===== src/design/bus_idle_release_pkg.sv =====
// Shared constants and types for the idle-cycle, bus-release and arbitration block.
package bus_idle_release_pkg;

	// ----------------------------------------------------------------
	// Widths
	// ----------------------------------------------------------------
	localparam int ADDR_W = 24;
	localparam int DATA_W = 16;
	localparam int AREA_W = 3;
	localparam int MSTP_W = 16;

	// ----------------------------------------------------------------
	// Reset values and special register values
	// ----------------------------------------------------------------
	localparam logic IDLE_AREA_EN_RST = 1'b1;
	localparam logic IDLE_WAR_EN_RST = 1'b1;
	localparam logic [MSTP_W-1:0] MSTP_STOP_ALL = 16'hFFFF;
	localparam logic [MSTP_W-1:0] MSTP_STOP_ALT = 16'hEFFF;

	// ----------------------------------------------------------------
	// Timing: idle state length and its conversion to clock cycles
	// ----------------------------------------------------------------
	localparam int IDLE_STATES = 1;
	localparam int STATE_NS = 20;
	localparam int CLK_NS = 20;
	localparam int IDLE_CYC = (IDLE_STATES * STATE_NS + CLK_NS - 1) / CLK_NS;
	localparam logic [1:0] IDLE_CYC_W = IDLE_CYC[1:0];

	// ----------------------------------------------------------------
	// Controller states and bus owners
	// ----------------------------------------------------------------
	typedef enum logic [2:0] {
		ST_READY,
		ST_IDLE,
		ST_ACCESS,
		ST_RELEASED
	} ctl_state_t;

	typedef enum logic [1:0] {
		OWN_NONE,
		OWN_CPU,
		OWN_XFER
	} owner_t;

endpackage


===== src/design/bus_idle_release_arbiter.sv =====
// Bus controller core: idle cycle insertion, external bus release, master arbitration.
`timescale 1ns/1ns
// Operation
// RQ1: External accesses only may get one idle state between successive bus cycles.
// RQ2: Area-change enable and reads to different areas add idle, advanced mode only.
// RQ3: Write-after-read enable adds idle before the write, in either mode.
// RQ4: Both idle insertion enables are set after reset.
// RQ5: Idle state shows next address, data floats, all strobes and selects high.
// RQ6: Release granted only in expansion mode with release enable set.
// RQ7: Low request gives low acknowledge and floats address, data, strobes, selects.
// RQ8: Internal masters run internally; external accesses wait for request withdrawal.
// RQ9: With drop output enable, pending external access drives drop output low.
// RQ10: Request going high raises acknowledge and ends the released state.
// RQ11: Release request beats a simultaneous internal external-access request.
// RQ12: Highest-priority requester is acknowledged and keeps bus until withdrawn.
// RQ13: Transfer controller outranks the CPU.
// RQ14: Internal-bus accesses proceed alongside external bus release.
// RQ15: CPU hands bus over only between cycles, never inside split accesses.
// RQ16: Sleeping CPU gives up the bus at once to the transfer controller.
// RQ17: Transfer controller releases only between its vector, info and data steps.
// RQ18: Release granted only after the current external cycle completes.
// RQ19: Power-on reset resets at once, abandoning any bus cycle.
// RQ20: Manual reset keeps state, finishes external cycle ignoring wait.
// RQ21: Module stop values all-ones or EFFF stop release during sleep.
// RQ22: No idle state when no insertion condition holds or enable is clear.
module bus_idle_release_arbiter (
	input wire logic ref_clk,
	input wire logic rst_n,
	input wire logic manual_rst_n,
	input wire logic idle_between_areas_enable,
	input wire logic idle_write_after_read_enable,
	input wire logic bus_release_enable,
	input wire logic request_drop_output_enable,
	input wire logic advanced_mode,
	input wire logic expansion_mode,
	input wire logic sleep_mode,
	input wire logic [bus_idle_release_pkg::MSTP_W-1:0] module_stop_control,
	input wire logic cpu_req,
	input wire logic cpu_locked,
	output logic cpu_ack,
	input wire logic xfer_req,
	input wire logic xfer_locked,
	output logic xfer_ack,
	input wire logic acc_valid,
	input wire logic acc_external,
	input wire logic acc_write,
	input wire logic [1:0] acc_byte_en,
	input wire logic [2:0] acc_states,
	input wire logic [bus_idle_release_pkg::AREA_W-1:0] acc_area,
	input wire logic [bus_idle_release_pkg::ADDR_W-1:0] acc_addr,
	input wire logic [bus_idle_release_pkg::DATA_W-1:0] acc_wdata,
	output logic acc_ready,
	output logic acc_done,
	output logic [bus_idle_release_pkg::DATA_W-1:0] acc_rdata,
	output logic idle_state,
	input wire logic wait_n,
	input wire logic ext_bus_request_n,
	output logic bus_ack_n,
	output logic request_drop_out_n,
	output logic [bus_idle_release_pkg::ADDR_W-1:0] addr_out,
	output logic addr_oe,
	input wire logic [bus_idle_release_pkg::DATA_W-1:0] data_in,
	output logic [bus_idle_release_pkg::DATA_W-1:0] data_out,
	output logic data_oe,
	output logic [7:0] area_select_n,
	output logic address_strobe_n,
	output logic read_strobe_n,
	output logic upper_write_strobe_n,
	output logic lower_write_strobe_n,
	output logic ctl_oe
);
	import bus_idle_release_pkg::*;

	ctl_state_t state_r;
	ctl_state_t state_nxt;
	owner_t owner_r;
	owner_t owner_nxt;
	logic idle_area_en_r;
	logic idle_war_en_r;
	logic last_read_r;
	logic [AREA_W-1:0] last_area_r;
	logic last_valid_r;
	logic [1:0] idle_cnt_r;
	logic mrst_pend_r;
	logic release_ok;
	logic release_want;
	logic need_idle;
	logic start_cycle;
	logic cyc_busy;
	logic cyc_done;
	logic [DATA_W-1:0] cyc_data_out;
	logic cyc_data_oe;
	logic [7:0] cyc_cs_n;
	logic cyc_as_n;
	logic cyc_rd_n;
	logic cyc_hwr_n;
	logic cyc_lwr_n;

	// Release is disabled by sleeping with certain module stop settings.
	function automatic logic release_stopped(input logic slp, input logic [MSTP_W-1:0] m);
		release_stopped = slp && (m == MSTP_STOP_ALL || m == MSTP_STOP_ALT);
	endfunction

	// ----------------------------------------------------------------
	// Idle enables
	// ----------------------------------------------------------------
	// Enables are latched from the ports; reset leaves insertion on, but the port
	// values take over on the first clock, before any cycle has history to need idle.
	always_ff @(posedge ref_clk) begin
		if (!rst_n) begin
			idle_area_en_r <= IDLE_AREA_EN_RST; // [RQ4]
			idle_war_en_r <= IDLE_WAR_EN_RST; // [RQ4]
		end else begin
			idle_area_en_r <= idle_between_areas_enable;
			idle_war_en_r <= idle_write_after_read_enable;
		end
	end

	// ----------------------------------------------------------------
	// Release qualification
	// ----------------------------------------------------------------
	assign release_ok = expansion_mode && bus_release_enable
		&& !release_stopped(sleep_mode, module_stop_control); // [RQ6] [RQ21]
	assign release_want = release_ok && !ext_bus_request_n;

	// Idle needed for the pending external access relative to the last one.
	always_comb begin
		need_idle = 1'b0;
		if (last_valid_r && last_read_r) begin
			if (acc_write && idle_war_en_r) begin
				need_idle = 1'b1; // [RQ3]
			end else if (!acc_write && advanced_mode && idle_area_en_r
				&& acc_area != last_area_r) begin
				need_idle = 1'b1; // [RQ2]
			end
		end
	end

	// ----------------------------------------------------------------
	// Main state machine
	// ----------------------------------------------------------------
	always_comb begin
		state_nxt = state_r;
		start_cycle = 1'b0;
		case (state_r)
			ST_READY: begin
				if (release_want) begin
					state_nxt = ST_RELEASED; // [RQ11] [RQ7]
				end else if (acc_valid && acc_external && !mrst_pend_r) begin
					if (need_idle) begin
						state_nxt = ST_IDLE; // [RQ1]
					end else begin
						start_cycle = 1'b1; // [RQ22]
						state_nxt = ST_ACCESS;
					end
				end
			end
			ST_IDLE: begin
				if (release_want) begin
					state_nxt = ST_RELEASED; // [RQ11]
				end else if (idle_cnt_r == IDLE_CYC_W) begin
					start_cycle = 1'b1;
					state_nxt = ST_ACCESS;
				end
			end
			ST_ACCESS: begin
				if (cyc_done) begin
					state_nxt = ST_READY; // [RQ18]
				end
			end
			ST_RELEASED: begin
				if (ext_bus_request_n || !release_ok) begin
					state_nxt = ST_READY; // [RQ10]
				end
			end
			default: state_nxt = ST_READY;
		endcase
	end

	// Power-on reset abandons everything; manual reset leaves the state alone.
	always_ff @(posedge ref_clk) begin
		if (!rst_n) begin
			state_r <= ST_READY; // [RQ19]
			idle_cnt_r <= 2'h0;
		end else begin
			state_r <= state_nxt;
			if (state_r == ST_IDLE) begin
				idle_cnt_r <= idle_cnt_r + 2'h1;
			end else begin
				idle_cnt_r <= 2'h1;
			end
		end
	end

	// A manual reset lets the running cycle end without waits, then holds new
	// external cycles off until the manual reset is released; one already in its idle state still starts.
	always_ff @(posedge ref_clk) begin
		if (!rst_n) begin
			mrst_pend_r <= 1'b0;
		end else begin
			mrst_pend_r <= !manual_rst_n; // [RQ20]
		end
	end

	// History of the last external cycle, for idle decisions.
	always_ff @(posedge ref_clk) begin
		if (!rst_n) begin
			last_valid_r <= 1'b0;
			last_read_r <= 1'b0;
			last_area_r <= '0;
		end else if (start_cycle) begin
			last_valid_r <= 1'b1;
			last_read_r <= !acc_write;
			last_area_r <= acc_area;
		end else if (state_r == ST_RELEASED) begin
			last_valid_r <= 1'b0;
		end
	end

	// ----------------------------------------------------------------
	// Internal arbitration
	// ----------------------------------------------------------------
	// Another master may take over only when the current one is not locked inside a
	// split or multi-step operation; a sleeping CPU is never locked.
	always_comb begin
		owner_nxt = owner_r;
		case (owner_r)
			OWN_NONE: begin
				if (xfer_req) begin
					owner_nxt = OWN_XFER; // [RQ13]
				end else if (cpu_req) begin
					owner_nxt = OWN_CPU;
				end
			end
			OWN_CPU: begin
				if (xfer_req && (sleep_mode || !cpu_locked)) begin
					owner_nxt = OWN_XFER; // [RQ15] [RQ16]
				end else if (!cpu_req) begin
					owner_nxt = OWN_NONE;
				end
			end
			OWN_XFER: begin
				if (!xfer_req && !xfer_locked) begin
					owner_nxt = cpu_req ? OWN_CPU : OWN_NONE; // [RQ17]
				end
			end
			default: owner_nxt = OWN_NONE;
		endcase
	end

	// Ownership never changes in the middle of an external cycle.
	always_ff @(posedge ref_clk) begin
		if (!rst_n) begin
			owner_r <= OWN_NONE;
		end else if (state_r != ST_ACCESS && state_r != ST_IDLE) begin
			owner_r <= owner_nxt;
		end
	end

	assign cpu_ack = owner_r == OWN_CPU; // [RQ12]
	assign xfer_ack = owner_r == OWN_XFER; // [RQ12]

	// ----------------------------------------------------------------
	// Access handshake
	// ----------------------------------------------------------------
	// Internal accesses are always accepted, even while released; external
	// ones only at the start of their own cycle.
	assign acc_ready = acc_valid && (!acc_external ? 1'b1 : start_cycle); // [RQ14] [RQ8]
	assign idle_state = state_r == ST_IDLE;

	always_ff @(posedge ref_clk) begin
		if (!rst_n) begin
			request_drop_out_n <= 1'b1;
			bus_ack_n <= 1'b1;
		end else begin
			// Only asked for once the bus is really out, never on the granting edge.
			request_drop_out_n <= !(state_r == ST_RELEASED && state_nxt == ST_RELEASED
				&& request_drop_output_enable
				&& acc_valid && acc_external); // [RQ9]
			bus_ack_n <= state_nxt != ST_RELEASED; // [RQ7] [RQ10]
		end
	end

	// ----------------------------------------------------------------
	// Pins
	// ----------------------------------------------------------------
	always_ff @(posedge ref_clk) begin
		if (!rst_n) begin
			addr_out <= '0;
		end else if (acc_valid && acc_external && state_r != ST_ACCESS) begin
			addr_out <= acc_addr; // [RQ5]
		end
	end

	assign addr_oe = state_r != ST_RELEASED; // [RQ7]
	assign ctl_oe = state_r != ST_RELEASED; // [RQ7]
	assign data_oe = cyc_data_oe && state_r == ST_ACCESS; // [RQ5]
	assign data_out = cyc_data_out;
	assign area_select_n = cyc_cs_n; // [RQ5]
	assign address_strobe_n = cyc_as_n;
	assign read_strobe_n = cyc_rd_n; // [RQ18]
	assign upper_write_strobe_n = cyc_hwr_n;
	assign lower_write_strobe_n = cyc_lwr_n;
	assign acc_done = cyc_done;

	ext_cycle_gen u_cycle (
		.ref_clk(ref_clk),
		.por_rst_n(rst_n),
		.start(start_cycle),
		.is_write(acc_write),
		.byte_en(acc_byte_en),
		.states(acc_states),
		.area(acc_area),
		.wdata(acc_wdata),
		.wait_n(wait_n),
		.ignore_wait(mrst_pend_r),
		.busy(cyc_busy),
		.done(cyc_done),
		.rdata(acc_rdata),
		.data_in(data_in),
		.data_out(cyc_data_out),
		.data_oe(cyc_data_oe),
		.area_select_n(cyc_cs_n),
		.address_strobe_n(cyc_as_n),
		.read_strobe_n(cyc_rd_n),
		.upper_write_strobe_n(cyc_hwr_n),
		.lower_write_strobe_n(cyc_lwr_n)
	);

endmodule


===== src/design/ext_cycle_gen.sv =====
// External cycle sequencer: drives strobes for one external read or write.
`timescale 1ns/1ns
module ext_cycle_gen (
	input wire logic ref_clk,
	input wire logic por_rst_n,
	input wire logic start,
	input wire logic is_write,
	input wire logic [1:0] byte_en,
	input wire logic [2:0] states,
	input wire logic [bus_idle_release_pkg::AREA_W-1:0] area,
	input wire logic [bus_idle_release_pkg::DATA_W-1:0] wdata,
	input wire logic wait_n,
	input wire logic ignore_wait,
	output logic busy,
	output logic done,
	output logic [bus_idle_release_pkg::DATA_W-1:0] rdata,
	input wire logic [bus_idle_release_pkg::DATA_W-1:0] data_in,
	output logic [bus_idle_release_pkg::DATA_W-1:0] data_out,
	output logic data_oe,
	output logic [7:0] area_select_n,
	output logic address_strobe_n,
	output logic read_strobe_n,
	output logic upper_write_strobe_n,
	output logic lower_write_strobe_n
);
	import bus_idle_release_pkg::*;

	logic [2:0] cnt_r;
	logic wr_r;
	logic [1:0] be_r;

	// ----------------------------------------------------------------
	// Cycle counter
	// ----------------------------------------------------------------
	// The last state stretches while the wait input is low, unless a manual
	// reset asked for the cycle to be completed without waits.
	always_ff @(posedge ref_clk) begin
		if (!por_rst_n) begin
			cnt_r <= 3'h0;
			busy <= 1'b0;
			done <= 1'b0;
			wr_r <= 1'b0;
			be_r <= 2'h0;
		end else begin
			done <= 1'b0;
			if (start && !busy) begin
				busy <= 1'b1;
				cnt_r <= states;
				wr_r <= is_write;
				be_r <= byte_en;
			end else if (busy) begin
				if (cnt_r > 3'h1) begin
					cnt_r <= cnt_r - 3'h1;
				end else if (wait_n || ignore_wait) begin
					busy <= 1'b0;
					done <= 1'b1;
				end
			end
		end
	end

	// ----------------------------------------------------------------
	// Strobes and data
	// ----------------------------------------------------------------
	always_ff @(posedge ref_clk) begin
		if (!por_rst_n) begin
			area_select_n <= 8'hFF;
			address_strobe_n <= 1'b1;
			read_strobe_n <= 1'b1;
			upper_write_strobe_n <= 1'b1;
			lower_write_strobe_n <= 1'b1;
			data_out <= 16'h0000;
			data_oe <= 1'b0;
			rdata <= 16'h0000;
		end else if (start && !busy) begin
			area_select_n <= ~(8'h01 << area);
			address_strobe_n <= 1'b0;
			read_strobe_n <= is_write;
			upper_write_strobe_n <= ~(is_write & byte_en[1]);
			lower_write_strobe_n <= ~(is_write & byte_en[0]);
			data_out <= wdata;
			data_oe <= is_write;
		end else if (busy && cnt_r <= 3'h1 && (wait_n || ignore_wait)) begin
			area_select_n <= 8'hFF;
			address_strobe_n <= 1'b1;
			read_strobe_n <= 1'b1;
			upper_write_strobe_n <= 1'b1;
			lower_write_strobe_n <= 1'b1;
			data_oe <= 1'b0;
			if (!wr_r) begin
				rdata <= data_in;
			end
		end
	end

endmodule


===== config.mk =====
export PLATFORM = sky130hd
export DESIGN_NAME = bus_idle_release_arbiter
export DESIGN_NICKNAME = d
export VERILOG_FILES = /design/src/design/bus_idle_release_pkg.sv /design/src/design/bus_idle_release_arbiter.sv /design/src/design/ext_cycle_gen.sv
export SDC_FILE = /design/constraint.sdc
export NUM_CORES = 1
export LEC_CHECK = 0
export ABC_AREA = 1
export ABC_CLOCK_PERIOD_IN_PS = 2000
export BUFFER_PORTS_ARGS = -buffer_cell sky130_fd_sc_hd__buf_4
export CORE_MARGIN = 2
export CORE_UTILIZATION = 46
export CTS_BUF_LIST = sky130_fd_sc_hd__clkbuf_16
export DETAILED_ROUTE_END_ITERATION = 7
export PLACE_DENSITY = 0.91
export SETUP_SLACK_MARGIN = 0.2
export SLEW_MARGIN = 20
export SYNTH_ARGS = -nofsm -noshare
export SYNTH_HDL_FRONTEND = slang
export SYNTH_SLANG_ARGS = --single-unit
export TNS_END_PERCENT = 50

===== constraint.sdc =====
create_clock -name ref_clk -period 2 [get_ports ref_clk]
set_clock_uncertainty 0.15 [all_clocks]
set_input_delay 0.2 -clock ref_clk [delete_from_list [all_inputs] [get_ports ref_clk]]
set_output_delay 0.2 -clock ref_clk [all_outputs]
set_load 0.05 [all_outputs]

==> results of run 1 <==
cell type report:
type / instances / area (µm²) / share of cell area, %
sequential: 92 / 1850 / 28.7
multi-input combinational: 367 / 1900 / 29.4
clock inverter: 7 / 75.1 / 1.16
timing repair buffer: 249 / 2080 / 32.1
inverter: 51 / 206 / 3.19
tap: 105 / 131 / 2.03
clock buffer: 9 / 225 / 3.48
power by group through the flow:
| stage | Combinational, mW | Sequential (mW) | Clock [mW] |
|---|---|---|---|
| CTS | 1.08 | 2.00 | 1.72 |
| global placement | 0.943 | 2.04 | 0 |
| global route | 1.25 | 2.02 | 1.81 |
| floorplan | 0.367 | 2.29 | 0 |
| finish | 1.17 | 2.01 | 1.70 |
| detailed placement | 0.971 | 2.04 | 0 |
flip-flops by register name (all words and copies together), names as in the netlist, 3 cells and up:
name and cells:
addr_out 24, u_cycle.data_out 16, u_cycle.rdata 16, u_cycle.area_select_n 8, last_area_r 3, state_r 3, u_cycle.cnt_r 3
repair_timing:
item	4_1_cts	5_1_grt
pin swaps	10	33
gates cloned	2	3
setup buffers	3	5
resized for setup	13	73
hold buffers	57	0
hold endpoints to repair	57	0
setup endpoints to repair	37	77
metal layers:
metal | wire [µm] | GRT usage [%]
met1 | 5040 | 29.6
met2 | 7180 | 48.7
met3 | 945 | 5.83
met4 | 395 | 10.3
met5 | 0 | 0
stage by stage:
stage | cells | TNS, ns
after global routing | 880 | -0.930
after detailed placement | 794 | 0
after CTS | 872 | 0
final | 880 | 0
after floorplan | 531 | -0.0554
after global placement | 794 | 0
worst paths after layout:
kind                        to  cells past startpoint           start  slack, ns
max          u_cycle.rdata[13]                     14  last_area_r[1]       0.04
min reg2reg     last_area_r[2]                      2  last_area_r[2]       0.31
max reg2reg  u_cycle.rdata[13]                     14  last_area_r[1]       0.04
min               addr_out[22]                      3    acc_addr[22]      0.009
kinds of logic (layout without fill, tap and decap cells):
logic type | count (synthesis) | in the layout
compound gates | 82 | 82
xor+xnor | 2 | 2
fa+ha+maj | 2 | 2
buf+inv | 76 | 316
flops | 92 | 92
other cells | 1 | 1
simple gates | 276 | 280
critical path: cells and delay by family (launching register included):
family        cells  cell delay, ns
simple gates     11            0.99
buf+inv           2            0.27
flops             1            0.34
xor+xnor          1            0.13
layout by cell type, fill, tap and decap left out, drive strengths merged, types with 3 or more instances in the layout:
cell type / netlist / final
o21ai: 63 / 63
buf: 15 / 191
nand2: 100 / 101
nand3b: 3 / 3
dfxtp: 92 / 92
o22ai: 3 / 3
a21oi: 13 / 13
clkbuf: 10 / 10
inv: 51 / 53
nor2: 142 / 142
dlygate4sd3: 0 / 57
nor3: 5 / 5
nand3: 24 / 27
==> impl_metrics.tcl, run 1 <==
set metrics [dict create \
    ys.warnings.count 0 \
    fin_ws_ns 0.0390 \
    crit_required_ns 2.11 \
    vias 4502 \
    synth_compound_gate_area_share_pct 11.2 \
    globalRouteTotalUtil_pct 26.5 \
    clockBufferDepth 2 \
    cts.htree.levels 3 \
    crit_type "reg -> reg" \
    seq_power_share_pct 41.1 \
    worst_setup_path_end_kind "flip-flop" \
    initial_core_utilization_pct 46.9 \
    finalHoldWorstSlack_ns 0.00925 \
    critical-path-slowest-cell "sky130_fd_sc_hd__dfxtp_2" \
    numPortBuffers 175 \
    routed_wirelength_um 13600 \
    timing.final.hold_violations 0 \
    die_w_um 94.8 \
    detail_route.wl_per_cell_um 15.4 \
    postLayoutCoreUtil_pct 79.9 \
    synth_fa_ha_area_share_pct 0.660 \
    synth_fp_nets 632 \
    die_y_um 94.8 \
    cts_tree "built" \
    floorplan.die_area_um2 8990 \
    fp.coreArea_um2 8090 \
    p_clk_share_pct 34.9 \
    netSwitchingFraction_pct 30.7 \
    crit_path_start_kind "flip-flop" \
    cts_buffers 9 \
    netlist-cell-type-count 29 \
    switching_power_mw 1.50 \
    crit_chain "xnor2_2 > nand3_1 > nand2_1 > nand2_1 > nand2_2 > nand2_2 > nand2_4 > buf_4 > buf_8 > nand2_8 > nand3_4 > nand2_2 > nand2_1 > nor2_1" \
    yosys-top-cells-count "sky130_fd_sc_hd__nor2_1 (142), sky130_fd_sc_hd__nand2_1 (96), sky130_fd_sc_hd__dfxtp_1 (92), sky130_fd_sc_hd__o21ai_0 (60), sky130_fd_sc_hd__inv_1 (48)" \
    ir_drop_uv 483 \
    clock-sinks 92 \
    synth.top_cells.by_area "sky130_fd_sc_hd__dfxtp_1 (49%), sky130_fd_sc_hd__nor2_1 (14%), sky130_fd_sc_hd__nand2_1 (9.5%)" \
    power.leakage_nw 3.01 \
    critical_path.max_fanout 8 \
    number_of_enable_flip_flop_cells_after_synthesis 0 \
    max_stage_delay_ns 0.34 \
    count_of_nets_left_with_antenna_violations_after_detail_routing 0 \
    synthDominantAreaCellType "sky130_fd_sc_hd__dfxtp_1" \
    synthSimpleGateAreaFrac_pct 30.1 \
    cap_violations 0 \
    drive_above_1_share_pct 37.0 \
    synth.cell_area_um2 3790 \
    grt_start_max_net_pins 34 \
    synthDominantCellAreaShare_pct 48.6 \
    synth.most_common_cell "sky130_fd_sc_hd__nor2_1" \
    status "complete, no violations" \
    worstHoldPathType "in -> reg" \
    period_share_pct 98.1 \
    pre_cts_slack_ns 0.0343 \
    power.density_nw_per_um2 756 \
    combPwrFrac_pct 24.0 \
    ports 177 \
    stdcell_area_um2 6470 \
    timing.final.crit_period_ns 1.96 \
    power.internal_mw 3.39 \
    detailed_place_hpwl_um 7400 \
    insertion_delay_ns 0.33 \
    synthXorXnorAreaFrac_pct 0.462 \
    synth_top_family_by_area "simple AND/OR/NAND/NOR gates" \
    vias_per_cell 5.12 \
    number_of_global_route_vias_before_repair 4104 \
    num_rows 33 \
    placed_area_um2 5200 \
    arrival_time_of_the_worst_setup_path_ns 2.07 \
    design.final.nets 871 \
    setup_violations 0 \
    routabilityCongestion 0.873 \
    slew_violations 0 \
    clock.fmax_mhz 510 \
    drt_drc_violations_left 0 \
    ys_seq_elements 92 \
    num_antenna_cells 0 \
    drt-pass1-iter-count 5 \
    totalPowerFinal_mw 4.89 \
    postSynthAreaPerCell_um2 7.14 \
    worst_setup_hold_path_clk_slew_ns 0.07 \
    postSynth.asyncResetShare_pct 0 \
    cell_count_after_synthesis 531 \
    synth_seq_area_share_pct 48.6 \
    root_buffer "sky130_fd_sc_hd__clkbuf_16" \
    detailedRoute.firstIterationViolations 190 \
    antenna_violations_before_repair 0 \
    fill_cells 478 \
    synth.mux.area_fraction_pct 0 \
    synthFlopType "sky130_fd_sc_hd__dfxtp_1" \
    global_route_wire_length_before_repair_um 18800 \
    grt_overflow_total 0 \
    rsz0062_at_grt "true" \
    area.growth.synth_to_final_pct 70.5 \
]
(Power assumes the default switching activity.)
==> run 2, diff against run 1 <==
Settings changed: ABC_AREA 1 to default, PLACE_DENSITY 0.91 to 0.92.
==> impl_metrics.tcl, run 2 <==
set metrics [dict create \
    fill_cells 385 \
    whs_endpoint "owner_r[0]" \
    maxSlewHeadroom_pct 65.0 \
    cts_tree "built" \
    yosys-top-cells-count "sky130_fd_sc_hd__nand2_1 (104), sky130_fd_sc_hd__dfxtp_1 (92), sky130_fd_sc_hd__a21oi_1 (47), sky130_fd_sc_hd__nor2_1 (24), sky130_fd_sc_hd__clkbuf_1 (20)" \
    slew_violations 0 \
    synthDominantAreaCellType "sky130_fd_sc_hd__dfxtp_1" \
    ys.warnings.count 0 \
    ys_seq_elements 92 \
    cp_common_cell "sky130_fd_sc_hd__buf_4" \
    die_y_um 92.7 \
    cp_top_family "buffers and inverters" \
    cts.htree.levels 3 \
    worstHoldPathType "in -> reg" \
    layout.cells.non_filler 798 \
    detail_route.wl_per_cell_um 17.4 \
    clock-sinks 92 \
    dpl.cell_count 707 \
    worst_setup_path_end_kind "output pin" \
    netlist-cell-type-count 43 \
    largest_register_ffs 24 \
    timing_worst_slew_pin_value_ns 0.526 \
    globalRouteTotalUtil_pct 31.2 \
    cap_violations 0 \
    mostFrequentLayoutCell "sky130_fd_sc_hd__buf_4" \
    synth_seq_area_share_pct 50.9 \
    rsz0062_at_grt "true" \
    worstHoldPathCells 3 \
    drt_drc_violations_left 0 \
    synth.cell_area_um2 3620 \
    max_stage_delay_ns 0.34 \
    area.growth.synth_to_final_pct 79.3 \
    detailedRoute.firstIterationViolations 236 \
    crit_path_start_kind "flip-flop" \
    arrival_time_of_the_worst_setup_path_ns 2.01 \
    routabilityCongestion 0.795 \
    global_route_wire_length_before_repair_um 20800 \
    vias 4231 \
    die_w_um 92.7 \
    insertion_delay_ns 0.34 \
    numPortBuffers 175 \
    violations_in_the_final_reports "setup timing" \
    drive_above_1_share_pct 38.5 \
    synth_fp_nets 538 \
    setup_violations 40 \
    final_cell_mix "sky130_fd_sc_hd__buf_4 (194), sky130_fd_sc_hd__nand2_1 (101), sky130_fd_sc_hd__dfxtp_1 (90), sky130_fd_sc_hd__dlygate4sd3_1 (59), sky130_fd_sc_hd__a21oi_1 (45)" \
    postSynth.asyncResetShare_pct 0 \
    initial_core_utilization_pct 47.1 \
    crit-reg2reg-capture "u_cycle.lower_write_strobe_n" \
    num_rows 32 \
    crit_type "reg -> out" \
    timing.final.hold_violations 0 \
    routed_wirelength_um 13800 \
    timing.final.crit_period_ns 2.36 \
    cell_count_after_synthesis 437 \
    number_of_enable_flip_flop_cells_after_synthesis 0 \
    fp.coreArea_um2 7690 \
    synth.top_cells.by_area "sky130_fd_sc_hd__dfxtp_1 (51%), sky130_fd_sc_hd__nand2_1 (11%), sky130_fd_sc_hd__a21oi_1 (6.5%)" \
    number_of_global_route_vias_before_repair 4392 \
    root_buffer "sky130_fd_sc_hd__clkbuf_16" \
    critical-path-slowest-cell "sky130_fd_sc_hd__dfxtp_1" \
    pre_cts_slack_ns -0.104 \
    grt_overflow_total 0 \
    crit_chain "xor2_1 > nor4_1 > buf_4 > nor2_2 > a211oi_2 > buf_4 > o21a_4 > buf_8" \
    postSynthAreaPerCell_um2 8.28 \
    ports 177 \
    power.leakage_nw 2.75 \
    reg_top3 "addr_out x24, u_cycle.data_out x16, u_cycle.rdata x16" \
    drt-pass1-iter-count 5 \
    num_antenna_cells 0 \
    worst_setup_hold_path_clk_slew_ns 0.07 \
    finalHoldWorstSlack_ns 0.00910 \
    worst-path-stages 8 \
    status "finished with violations" \
    path_buf_inv 3 \
    setup-tns-final_ns -10.02 \
    period_share_pct 118 \
    critical_path.max_fanout 2 \
    grt_start_max_net_pins 48 \
    cts_buffers 9 \
    rrSetupSlack_ns -0.36 \
    floorplan.die_area_um2 8590 \
    detailed_place_hpwl_um 7330 \
    synthFlopType "sky130_fd_sc_hd__dfxtp_1" \
    crit_required_ns 1.65 \
    fin_ws_ns -0.360 \
    clockBufferDepth 2 \
    vias_per_cell 5.30 \
    clock.fmax_mhz 424 \
    antenna_violations_before_repair 0 \
    power.density_nw_per_um2 695 \
    synth.most_common_cell "sky130_fd_sc_hd__nand2_1" \
    ir_drop_uv 568 \
    r2r-start "state_r[0]" \
    design.final.nets 792 \
    largest_register "addr_out" \
    worst_r2r_path_depth 9 \
    count_of_nets_left_with_antenna_violations_after_detail_routing 0 \
    timing.hold.worst.start "cpu_req" \
    synthDominantCellAreaShare_pct 50.9 \
]
## run 2: cell count changes after synthesis, sizes merged, moves of 6 or more
| cell | delta |
|---|---|
| a31oi | +7 |
| buf | -7 |
| o21ai | -36 |
| a21oi | +34 |
| nor2 | -117 |
| mux2i | +7 |
| nor2b | +6 |
| nor3 | +9 |
| inv | -42 |
| clkbuf | +11 |
## run 2: worst reg2reg max path: stages (launching register included)
cell and delay [ns]:
sky130_fd_sc_hd__dfxtp_2 0.31, sky130_fd_sc_hd__or4_4 0.54, sky130_fd_sc_hd__nor2_4 0.15, sky130_fd_sc_hd__buf_4 0.13, sky130_fd_sc_hd__o21ai_2 0.07, sky130_fd_sc_hd__a211oi_4 0.21, sky130_fd_sc_hd__buf_6 0.16, sky130_fd_sc_hd__bufbuf_16 0.27
sky130_fd_sc_hd__and3_4 0.18, sky130_fd_sc_hd__o21ai_1 0.06
## run 2: cells by family after synthesis
group | synth area share [%]
compound gates | 14.9
xor+xnor | 0.969
fa+ha+maj | 0.692
buf+inv | 5.22
flops | 50.9
mux | 1.94
other cells | 0.104
simple gates | 25.3
## run 2: per-layer routing
layer  global-route usage [%]  up-vias  share of wire [%]
met2                     60.6      228                 54
met1                     31.3     1965                 35
li1                         -     1992                  -
met4                     15.2        0                3.5
met3                     6.59       46                7.3
met5                        0        -                  0
## run 2: through the flow
step / util [%] / total power [mW] / area [µm²]
global placement: 67.4 / 2.63 / 5180
global route: 84.4 / 4.65 / 6490
CTS: 83.1 / 4.45 / 6390
finish: 84.4 / 4.51 / 6490
floorplan: - / 2.36 / 3700
detailed placement: 67.4 / 2.66 / 5180
## run 2: how the worst max path moves through the flow
| stage | to | slack (ns) | from |
|---|---|---|---|
| finish | acc_ready | -0.36 | last_area_r[2] |
| global placement | u_cycle.data_out[4] | -0.06 | state_r[2] |
| global route | acc_ready | -0.42 | last_area_r[2] |
| CTS | acc_ready | -0.33 | state_r[0] |
| detailed placement | u_cycle.data_out[14] | -0.10 | state_r[2] |
| floorplan | acc_ready | -0.16 | state_r[1] |
## run 2: where the power goes
group	switching [mW]	internal (mW)
registers	0.0416	1.90
logic	0.467	0.422
clock network	0.716	0.962
## run 2: area by class of cell
class                      instances  area (µm²)  area share [%]
clock buffer                       9         225            3.47
sequential                        92        1840            28.4
multi-input combinational        307        1730            26.7
inverter                           9        33.8           0.521
timing repair buffer             272        2450            37.8
clock inverter                     7        68.8            1.06
tap                              102         128            1.97
## run 2: what timing repair did
item,4_1_cts,5_1_grt
hold buffers,59,0
pin swaps,7,4
endpoints found under the setup margin,47,78
setup buffers,6,2
gates cloned,7,1
gates resized for setup,17,18
endpoints found under the hold margin,59,0
